### config.mk
export PLATFORM = sky130hd
export DESIGN_NAME = cid_host_if
export DESIGN_NICKNAME = d
export VERILOG_FILES = /design/src/cid_pkg.sv /design/src/cid_host_if.sv
export SDC_FILE = /design/constraint.sdc
export NUM_CORES = 1
export LEC_CHECK = 0
export ABC_AREA = 1
export BUFFER_PORTS_ARGS = -buffer_cell sky130_fd_sc_hd__buf_2
export CAP_MARGIN = 20
export CORE_ASPECT_RATIO = 0.6
export CORE_MARGIN = 2
export CORE_UTILIZATION = 45
export DETAILED_ROUTE_END_ITERATION = 8
export HOLD_SLACK_MARGIN = 0.05
export PLACE_DENSITY_LB_ADDON = 0.25
export SYNTH_ARGS = -nofsm -noshare
export SYNTH_HDL_FRONTEND = slang
export SYNTH_SLANG_ARGS = --single-unit
### constraint.sdc
create_clock -name i_clk_sys -period 3 [get_ports i_clk_sys]
set_input_delay 0.9 -clock i_clk_sys [delete_from_list [all_inputs] [get_ports i_clk_sys]]
set_output_delay 0.9 -clock i_clk_sys [all_outputs]
set_load 0.005 [all_outputs]
### src/cid_pkg.sv
// Purpose: Shared constants and types for the caller-id host interface
// Assumes: 50 MHz system clock, AXI4-Lite register access
// Notes: Serial register reset values packed four bits per register
`default_nettype none
package cid_pkg;
  localparam int unsigned CID_SYS_HZ = 50000000;
  // Reference rate 3.57945 MHz, in Hz
  localparam int unsigned CID_REF_HZ = 3579450;
  localparam logic [25:0] CID_ACC_MOD = 26'(CID_SYS_HZ);
  localparam logic [25:0] CID_ACC_INC = 26'(CID_REF_HZ);
  localparam int unsigned CID_NREG = 8;
  localparam int unsigned CID_FRAME_BITS = 8;
  localparam logic [2:0] CID_LAST_BIT = 3'h7;
  // Register 7 in the top nibble down to register 0 in the bottom
  localparam logic [31:0] CID_REG_RST = 32'h1131_6440;
  localparam int unsigned CID_MDR_SYNC = 0;
  localparam int unsigned CID_MDR_TONE = 2;
  localparam logic [7:0] CID_OFF_STATUS = 8'h00;
  localparam logic [7:0] CID_OFF_CTRL = 8'h04;
  localparam logic [7:0] CID_OFF_RXDATA = 8'h08;
  localparam logic [7:0] CID_OFF_REGS = 8'h20;
  localparam int unsigned CID_CTRL_FLUSH = 0;
  localparam logic [1:0] CID_RESP_OKAY = 2'h0;
  localparam logic [1:0] CID_RESP_SLVERR = 2'h2;
  // Detector outputs of the analog front end, asynchronous levels
  typedef struct packed {
    logic fsk_carrier;
    logic line_pulse;
    logic call_progress_tone;
    logic alert_present;
    logic alert_qual;
    logic line_reversal;
  } cid_evt_t;
  // Byte from the demodulator, same clock domain
  typedef struct packed {
    logic valid;
    logic [7:0] data;
  } cid_rxb_t;
  typedef enum logic [1:0] {
    CID_RX_IDLE = 2'b00,
    CID_RX_PEND = 2'b01,
    CID_RX_SHIFT = 2'b10
  } cid_rx_st_t;
endpackage
`default_nettype wire

### src/cid_host_if.sv
// Purpose: Host-side control, serial write port and event outputs
// Assumes: Pins and front-end levels are asynchronous; two-flop synced
// Notes: Rules carried out below, one to a line
// Function
// Derive internal timing from a 3.57945 MHz reference tick.
// Host holds power-down low normally; high means low-power state.
// While reset pin is low, all serial registers return to defaults.
// Host releases reset before any register write.
// Mode high: alert detection on, FSK and call progress off, writes.
// Host pulses mode low before a write to align the frame.
// Mode low: alert detection off, FSK or call progress, data readable.
// Ring output follows the RC node through a buffer, low on ring.
// Prequalify shows alert qualification, returns high on detection.
// Powered down: detect and interrupt low on ring or line reversal.
// FSK: detect low while carrier present.
// Call progress: detect reproduces the line input as pulses.
// Alert mode: detect low while alert tone present.
// FSK: interrupt low once a received byte is latched.
// FSK: interrupt released when host reads first bit.
// Call progress: interrupt low on a tone of 200 Hz or above.
// Alert mode: interrupt low while alert tone detected.
// Serial output advances one bit per falling serial clock edge.
// Async selection streams characters; sync follows serial clock.
// Serial output high when powered down, call progress or alert.
// Host drives write data while supplying the serial clock.
// Write frame: 4 address bits then 4 data bits, LSB first.
// Eight 4-bit registers selected by the frame address.
// Write logic held reset while reset pin or mode is low.
// Mode register bit 0: 0 async output, 1 sync, resets to 0.
// Write data sampled on rising serial clock edge.
// After eight bits commit nibble and realign for next frame.
`timescale 1ns/10ps
`default_nettype none
module cid_host_if
  import cid_pkg::*;
(
  input wire logic i_clk_sys, // System clock
  input wire logic i_srst, // Sync reset, high
  input wire logic [7:0] i_awaddr, // AXI write address
  input wire logic i_awvalid, // AXI
  output logic o_awready, // AXI
  input wire logic [31:0] i_wdata, // AXI write data
  input wire logic [3:0] i_wstrb, // AXI byte enables
  input wire logic i_wvalid, // AXI
  output logic o_wready, // AXI
  output logic [1:0] o_bresp, // AXI
  output logic o_bvalid, // AXI
  input wire logic i_bready, // AXI
  input wire logic [7:0] i_araddr, // AXI read address
  input wire logic i_arvalid, // AXI
  output logic o_arready, // AXI
  output logic [31:0] o_rdata, // AXI read data
  output logic [1:0] o_rresp, // AXI
  output logic o_rvalid, // AXI
  input wire logic i_rready, // AXI
  input wire logic i_power_down_in, // Power-down pin
  input wire logic i_reset_n, // Device reset pin, low
  input wire logic i_mode, // Mode pin
  input wire logic i_ser_clk_n, // Host serial clock pin
  input wire logic i_host_write_data_in, // Serial write data pin
  input wire logic i_ring_in, // Ring detection input pin
  input wire logic i_ring_rc_node_n, // RC node level
  output logic o_ring_rc_node_n_o, // RC node drive, always 0
  output logic o_ring_rc_node_n_oe, // RC node pull low
  input wire cid_evt_t i_evt, // Front-end detector levels
  input wire cid_rxb_t i_rxb, // Demodulated byte
  input wire logic i_rx_async_bit, // Async character stream
  output logic o_ring_detect_out_n, // Ring detect, low
  output logic o_tone_prequalify_n, // Prequalify, low
  output logic o_signal_detect_out_n, // Detect, low
  output logic o_irq_o, // Interrupt drive, always 0
  output logic o_irq_oe, // Interrupt pull low
  output logic o_receive_data_out, // Serial receive data
  output logic [31:0] o_regs // Serial register image
);
  localparam int unsigned NS = 11;
  logic [NS-1:0] s1_r, s2_r;
  logic [NS-1:0] pin_v;
  logic pd, rst_n_s, mode_s, sclk_s, wdat_s, ring_s, rc_s;
  cid_evt_t ev;
  logic sclk_d_r;
  logic sclk_rise, sclk_fall;

  // Two flops on every asynchronous level; stage one feeds stage two only
  assign pin_v = {i_power_down_in, i_reset_n, i_mode, i_ser_clk_n,
                  i_host_write_data_in, i_ring_in, i_ring_rc_node_n,
                  i_evt[5:2]};
  always_ff @(posedge i_clk_sys) begin
    s1_r <= pin_v;
    s2_r <= s1_r;
    sclk_d_r <= s2_r[7];
  end
  assign {pd, rst_n_s, mode_s, sclk_s, wdat_s, ring_s, rc_s} = s2_r[10:4];
  // Qual and reversal get their own two-flop sync, apart from alert_present
  logic [1:0] e1_r, e2_r;
  always_ff @(posedge i_clk_sys) begin
    e1_r <= i_evt[1:0];
    e2_r <= e1_r;
  end
  assign ev = {s2_r[3:0], e2_r};
  assign sclk_rise = sclk_s & ~sclk_d_r;
  assign sclk_fall = ~sclk_s & sclk_d_r;

  // reference tick
  // Fractional accumulator gives the mean reference rate, with jitter
  logic [25:0] acc_r, acc_nxt;
  logic ref_tick_r, ref_tick_nxt;
  always_comb begin
    acc_nxt = acc_r + CID_ACC_INC;
    ref_tick_nxt = 1'b0;
    if (acc_nxt >= CID_ACC_MOD) begin
      acc_nxt = acc_nxt - CID_ACC_MOD;
      ref_tick_nxt = 1'b1;
    end
  end
  always_ff @(posedge i_clk_sys) begin
    if (i_srst) begin
      acc_r <= '0;
      ref_tick_r <= 1'b0;
    end else begin
      acc_r <= acc_nxt;
      ref_tick_r <= ref_tick_nxt;
    end
  end

  // Mode decode
  logic dev_rst, wr_en, cas, tone_mode, fsk, sync_sel;
  logic [31:0] regs_r, regs_nxt;
  // R3 register reset
  assign dev_rst = i_srst | ~rst_n_s;
  // write logic reset
  assign wr_en = ~dev_rst & mode_s;
  // alert mode
  assign cas = ~pd & mode_s;
  // FSK or call progress
  assign tone_mode = ~pd & ~mode_s & regs_r[CID_MDR_TONE];
  assign fsk = ~pd & ~mode_s & ~regs_r[CID_MDR_TONE];
  // output selection
  assign sync_sel = regs_r[CID_MDR_SYNC];

  // Serial write frame
  logic [7:0] frame_r, frame_nxt, frame_new;
  logic [2:0] wcnt_r, wcnt_nxt;
  assign frame_new = {wdat_s, frame_r[7:1]};
  always_comb begin
    frame_nxt = frame_r;
    wcnt_nxt = wcnt_r;
    regs_nxt = regs_r;
    // sample on rise
    if (wr_en && sclk_rise) begin
      // LSB-first frame
      frame_nxt = frame_new;
      wcnt_nxt = wcnt_r + 3'h1;
      // commit and realign
      if (wcnt_r == CID_LAST_BIT && !frame_new[3]) begin
        // addressed nibble
        regs_nxt[frame_new[2:0]*4 +: 4] = frame_new[7:4];
      end
    end
  end
  always_ff @(posedge i_clk_sys) begin
    if (dev_rst) regs_r <= CID_REG_RST;
    else regs_r <= regs_nxt;
    if (!wr_en) begin
      frame_r <= '0;
      wcnt_r <= '0;
    end else begin
      frame_r <= frame_nxt;
      wcnt_r <= wcnt_nxt;
    end
  end
  assign o_regs = regs_r;

  // Receive holding register and bit shifter
  cid_rx_st_t st_r, st_nxt;
  logic [7:0] sh_r, sh_nxt, last_r, last_nxt;
  logic [2:0] rcnt_r, rcnt_nxt;
  logic flush;
  always_comb begin
    st_nxt = st_r;
    sh_nxt = sh_r;
    rcnt_nxt = rcnt_r;
    last_nxt = last_r;
    unique case (st_r)
      CID_RX_IDLE: ;
      // first bit read
      CID_RX_PEND: if (sclk_fall) begin
        st_nxt = CID_RX_SHIFT;
        sh_nxt = {1'b1, sh_r[7:1]};
        rcnt_nxt = 3'h1;
      end
      // advance on fall
      CID_RX_SHIFT: if (sclk_fall) begin
        sh_nxt = {1'b1, sh_r[7:1]};
        rcnt_nxt = rcnt_r + 3'h1;
        if (rcnt_r == CID_LAST_BIT) st_nxt = CID_RX_IDLE;
      end
      default: st_nxt = CID_RX_IDLE;
    endcase
    // A new byte overrides an unread one; host lost the old one anyway
    if (i_rxb.valid && fsk) begin
      st_nxt = CID_RX_PEND;
      sh_nxt = i_rxb.data;
      last_nxt = i_rxb.data;
      rcnt_nxt = '0;
    end else if (flush || !fsk) begin
      st_nxt = CID_RX_IDLE;
    end
  end
  always_ff @(posedge i_clk_sys) begin
    if (i_srst) begin
      st_r <= CID_RX_IDLE;
      sh_r <= '1;
      rcnt_r <= '0;
      last_r <= '0;
    end else begin
      st_r <= st_nxt;
      sh_r <= sh_nxt;
      rcnt_r <= rcnt_nxt;
      last_r <= last_nxt;
    end
  end

  // Pin outputs registered, except the two open-drain drive levels tied to 0
  logic sig_n_r, sig_n_nxt, irq_r, irq_nxt, pq_n_r, pq_n_nxt;
  logic rxo_r, rxo_nxt, ring_n_r, rc_oe_r;
  always_comb begin
    sig_n_nxt = 1'b1;
    irq_nxt = 1'b0;
    pq_n_nxt = 1'b1;
    rxo_nxt = 1'b1;
    if (pd) begin
      // wake events
      sig_n_nxt = ~(~ring_n_r | ev.line_reversal);
      irq_nxt = ~ring_n_r | ev.line_reversal;
    end else if (cas) begin
      // alert detect
      sig_n_nxt = ~ev.alert_present;
      // alert interrupt
      irq_nxt = ev.alert_present;
      // prequalify
      pq_n_nxt = ~(ev.alert_qual & ~ev.alert_present);
    end else if (tone_mode) begin
      // pulse train
      sig_n_nxt = ev.line_pulse;
      // tone interrupt
      irq_nxt = ev.call_progress_tone;
    end else begin
      // carrier detect
      sig_n_nxt = ~ev.fsk_carrier;
      // byte pending
      irq_nxt = (st_r == CID_RX_PEND);
      // sync or async
      if (sync_sel) rxo_nxt = (st_r == CID_RX_IDLE) ? 1'b1 : sh_r[0];
      else rxo_nxt = ref_tick_r ? i_rx_async_bit : rxo_r;
    end
  end
  always_ff @(posedge i_clk_sys) begin
    if (i_srst) begin
      sig_n_r <= 1'b1;
      irq_r <= 1'b0;
      pq_n_r <= 1'b1;
      rxo_r <= 1'b1;
      ring_n_r <= 1'b1;
      rc_oe_r <= 1'b0;
    end else begin
      sig_n_r <= sig_n_nxt;
      irq_r <= irq_nxt;
      pq_n_r <= pq_n_nxt;
      // idle high
      rxo_r <= rxo_nxt;
      // ring path, kept alive in power-down
      ring_n_r <= rc_s;
      rc_oe_r <= ring_s;
    end
  end
  assign o_signal_detect_out_n = sig_n_r;
  assign o_irq_o = 1'b0;
  assign o_irq_oe = irq_r;
  assign o_tone_prequalify_n = pq_n_r;
  assign o_receive_data_out = rxo_r;
  assign o_ring_detect_out_n = ring_n_r;
  assign o_ring_rc_node_n_o = 1'b0;
  assign o_ring_rc_node_n_oe = rc_oe_r;

  // AXI4-Lite slave; write answers one cycle after both halves are held
  logic aw_h_r, aw_h_nxt, w_h_r, w_h_nxt, bv_r, bv_nxt, rv_r, rv_nxt;
  logic [7:0] wa_r, wa_nxt;
  logic [31:0] wd_r, wd_nxt, rd_r, rd_nxt, status;
  logic [1:0] br_r, br_nxt, rr_r, rr_nxt;
  logic wr_fire, wok;
  assign wr_fire = aw_h_r & w_h_r & ~bv_r;
  assign wok = (wa_r == CID_OFF_CTRL) | (wa_r == CID_OFF_STATUS) |
               (wa_r == CID_OFF_RXDATA);
  assign flush = wr_fire & (wa_r == CID_OFF_CTRL) & i_wstrb[0] &
                 wd_r[CID_CTRL_FLUSH];
  assign status = {20'h0, pq_n_r, wcnt_r, 1'b0, (st_r == CID_RX_PEND),
                   ~ring_n_r, ~sig_n_r, irq_r, rst_n_s, mode_s, pd};
  always_comb begin
    aw_h_nxt = aw_h_r;
    w_h_nxt = w_h_r;
    wa_nxt = wa_r;
    wd_nxt = wd_r;
    bv_nxt = bv_r;
    br_nxt = br_r;
    rv_nxt = rv_r;
    rd_nxt = rd_r;
    rr_nxt = rr_r;
    if (i_awvalid && o_awready) begin
      aw_h_nxt = 1'b1;
      wa_nxt = i_awaddr;
    end
    if (i_wvalid && o_wready) begin
      w_h_nxt = 1'b1;
      wd_nxt = i_wdata;
    end
    if (bv_r && i_bready) bv_nxt = 1'b0;
    if (wr_fire) begin
      aw_h_nxt = 1'b0;
      w_h_nxt = 1'b0;
      bv_nxt = 1'b1;
      br_nxt = wok ? CID_RESP_OKAY : CID_RESP_SLVERR;
    end
    if (rv_r && i_rready) rv_nxt = 1'b0;
    if (i_arvalid && o_arready) begin
      rv_nxt = 1'b1;
      rr_nxt = CID_RESP_OKAY;
      rd_nxt = '0;
      if (i_araddr == CID_OFF_STATUS) rd_nxt = status;
      else if (i_araddr == CID_OFF_RXDATA) rd_nxt = {24'h0, last_r};
      else if (i_araddr == CID_OFF_CTRL) rd_nxt = '0;
      else if (i_araddr[7:5] == CID_OFF_REGS[7:5] && i_araddr[1:0] == 2'h0)
        rd_nxt = {28'h0, regs_r[i_araddr[4:2]*4 +: 4]};
      else rr_nxt = CID_RESP_SLVERR;
    end
  end
  always_ff @(posedge i_clk_sys) begin
    if (i_srst) begin
      aw_h_r <= 1'b0;
      w_h_r <= 1'b0;
      bv_r <= 1'b0;
      rv_r <= 1'b0;
      wa_r <= '0;
      wd_r <= '0;
      rd_r <= '0;
      br_r <= CID_RESP_OKAY;
      rr_r <= CID_RESP_OKAY;
    end else begin
      aw_h_r <= aw_h_nxt;
      w_h_r <= w_h_nxt;
      bv_r <= bv_nxt;
      rv_r <= rv_nxt;
      wa_r <= wa_nxt;
      wd_r <= wd_nxt;
      rd_r <= rd_nxt;
      br_r <= br_nxt;
      rr_r <= rr_nxt;
    end
  end
  assign o_awready = ~aw_h_r & ~bv_r;
  assign o_wready = ~w_h_r & ~bv_r;
  assign o_bvalid = bv_r;
  assign o_bresp = br_r;
  assign o_arready = ~rv_r;
  assign o_rvalid = rv_r;
  assign o_rdata = rd_r;
  assign o_rresp = rr_r;
endmodule // cid_host_if
`default_nettype wire

==> metrics.csv <==
metric,value,unit
Post-synth EDFFs,0,
Fin Setup TNS,0,ns
initial core utilization,46.0,%
CTS max path bufs,2,
largest net degree at the start of global routing,41,
Final Cycle Share,90.7,%
first-pass GRT wire length,34300,um
slew margin rel.,53.8,%
WP data required,3.32,ns
CTS Root Cell,clkbuf_16,
clock power share,39.2,%
"flops & latches, synth",149,
CP startpoint kind,flop,
Power Dens Cells,608,nW/um^2
unrepaired setup endpoints after global routing,no,
part of the power in registers,41.2,%
routability cong.,0.943,
combinational power share,19.6,%
yosys synthesis warning count,0,
Crit Path Class,flop to flop,
die area,17600,um^2
crit path DAT,3.04,ns
skew final,0.0133,ns
Ports,163,
VDD IR max,0.383,mV
Layout Nets,1293,
pre-CTS setup slack,0.236,ns
fin. max-slew vios,0,
hold buffers post-CTS,0,
crit-path cells,"ha_1, nor2_1, nand2_2, nand2_4, nand2_1, nand2_1, nand2_1, inv_1, nand3_1, nand2_1, nand2_2, nand2_2, inv_2, nand3b_4, buf_4, nand3_1, a21oi_1",
DRT iter0 DRCs,747,
Antenna Nets Post-Route,0,
DR vias/cell,5.21,
Max Freq,368,MHz
vias in the first global route,6502,
# diodes,0,
P_leak,4.05,nW
total CTS buffers,17,
clock transition at the registers of the reported paths,0.07,ns
most frequent CP cell,nand2_1,
post-CTS sizing,0,
"Seq/Total Area, Yosys",40.0,%
via count,7408,
H-tree levels,4,
initial antenna violation count,0,
Die H,104,um
fin crit period,2.72,ns
Power Total,5.35,mW
final worst setup slack,0.280,ns
ys flop type,dfxtp_1,
total track usage,24.7,%
endpoint type of the worst setup path,flop,
Post-CTS Repair Setup Buffers,0,
final WL,21500,um
Sw Share,32.9,%
grt total ovfl,0,
DRC errors left,0,
switching power,1.76,mW
Die Span X,170,um
FP Rows,36,
Post-Synthesis Cell Area,7460,um^2
Area Overhead vs Synth,18.1,%
Async SR Flop Fraction,0,%
max_cap viols,0,
port bufs,104,
Fillers,1566,
WHS,0.328,ns
Core ar.,16200,um^2
slowest CP cell,dfxtp_1,
layout cell share with drive strength beyond 1,16.6,%
final setup fails,0,
cell count after synthesis,1080,
max incr delay on CP,0.32,ns
worst-path fanout max,17,
TritonCTS clock tree,yes,
Slew @ Worst Pin,0.687,ns
Synth cell types,40,
clk_lat worst skew,0.42,ns
Num Clock Sinks,149,
Hold Crit Class,flop to flop,
Fin. Hold Viols,0,
WL per Instance,15.1,um
DRT Pass-1 Iters,5,
status,finished clean,
syn avg cell area,6.90,um^2
Int Pwr,3.59,mW
Detailed Place HPWL,16500,um
## placed cells by master, fill, tap and decap left out, types with 2 or more instances in the layout
cell type,instances
a211oi_1,13
a21oi_1,92
a221oi_1,4
a311oi_1,2
a31oi_1,4
buf_2,104
buf_4,24
clkbuf_16,17
clkbuf_8,2
clkinv_8,2
clkinvlp_4,3
conb_1,24
dfxtp_1,149
ha_1,12
inv_1,116
inv_2,8
inv_6,6
inv_8,2
nand2_1,232
nand2_2,9
nand2_4,3
nand3_1,102
nand3_2,2
nand4_1,12
nor2_1,126
nor2_2,5
nor2_4,6
nor3_1,22
nor3_2,2
o211ai_1,6
o21ai_0,74
o221ai_1,4
or2_2,2
xnor2_1,3
xor2_1,8
## routing by layer
metal  GRT usage, %  wire (um)  vias up
met1           40.1      11100     3291
met2           30.1       7620      370
met3           8.52       2600       14
met5              0          0        -
met4           5.37        160        0
li1               -          -     3733
## Yosys cell counts (9+ instances only)
master / number / share of area [%]
nor2_1: 126 / 6.3
inv_1: 116 / 5.8
ha_1: 12 / 2.0
a211oi_1: 13 / 1.3
dfxtp_1: 149 / 40
nor3_1: 22 / 1.5
nand2_2: 9 / 0.76
a21oi_1: 92 / 6.2
nand4_1: 12 / 1.0
o21ai_0: 74 / 5.0
buf_4: 24 / 2.4
nand3_1: 102 / 6.8
clkbuf_1: 23 / 1.2
nand2_1: 232 / 12
## power by group through the flow
| stage | registers [mW] | clock network (mW) | logic [mW] |
|---|---|---|---|
| final | 2.21 | 2.10 | 1.05 |
| after global routing | 2.22 | 2.21 | 1.19 |
| after CTS | 2.20 | 2.13 | 1.02 |
| after detailed placement | 2.24 | 0 | 1.01 |
| after global placement | 2.24 | 0 | 1.01 |
| after floorplan | 2.21 | 0 | 0.784 |
## through the flow
step	utilization (%)	instance area, um^2	instances
after floorplan	-	7540	1103
after global placement	50.6	8210	1389
after detailed placement	50.6	8210	1389
after CTS	54.2	8790	1421
after global routing	54.3	8800	1421
final	54.3	8800	1421
## cell type report
class                      count  area, um^2  area share, %
tap                          209         262           2.97
clock buffer                  19         453           5.15
inverter                     125         469           5.33
sequential                   149        2980           33.9
timing repair buffer         128         701           7.96
multi-input combinational    778        3800           43.2
clock inverter                13         130           1.48
## sequential cells by signal, indices dropped and copies added, names as in the netlist, 7 cells and up
name and cells:
o_regs 32, acc_r 25, o_rdata 12, s1_r 11, s2_r 11, last_r 8
sh_r 8, wa_r 8, frame_r 7
## worst paths after layout
check	end	slack (ns)	start	depth (start not counted)
max	acc_r[24]	0.28	acc_r[1]	17
min	s2_r[0]	0.33	s1_r[0]	0
max reg2reg	acc_r[24]	0.28	acc_r[1]	17
min reg2reg	s2_r[0]	0.33	s1_r[0]	0
## critical path: cells and delay by family (launching register included)
kind	cells	cell delay (ns)
compound gates	1	0.25
fa+ha+maj	1	0.26
buf+inv	3	0.36
flops	1	0.32
simple gates	12	1.43
## cell families after synthesis
| group | after synthesis | share of synthesized area (%) |
|---|---|---|
| AO/OA/AOI/OAI | 203 | 15.0 |
| flip-flops | 149 | 40.0 |
| other | 1 | 0.0503 |
| AND/OR/NAND/NOR | 526 | 31.1 |
| adder cells (fa/ha/maj) | 12 | 2.01 |
| XOR/XNOR | 13 | 1.63 |
| buffers and inverters | 176 | 10.2 |
No activity file was read; power rests on OpenSTA's default activity.
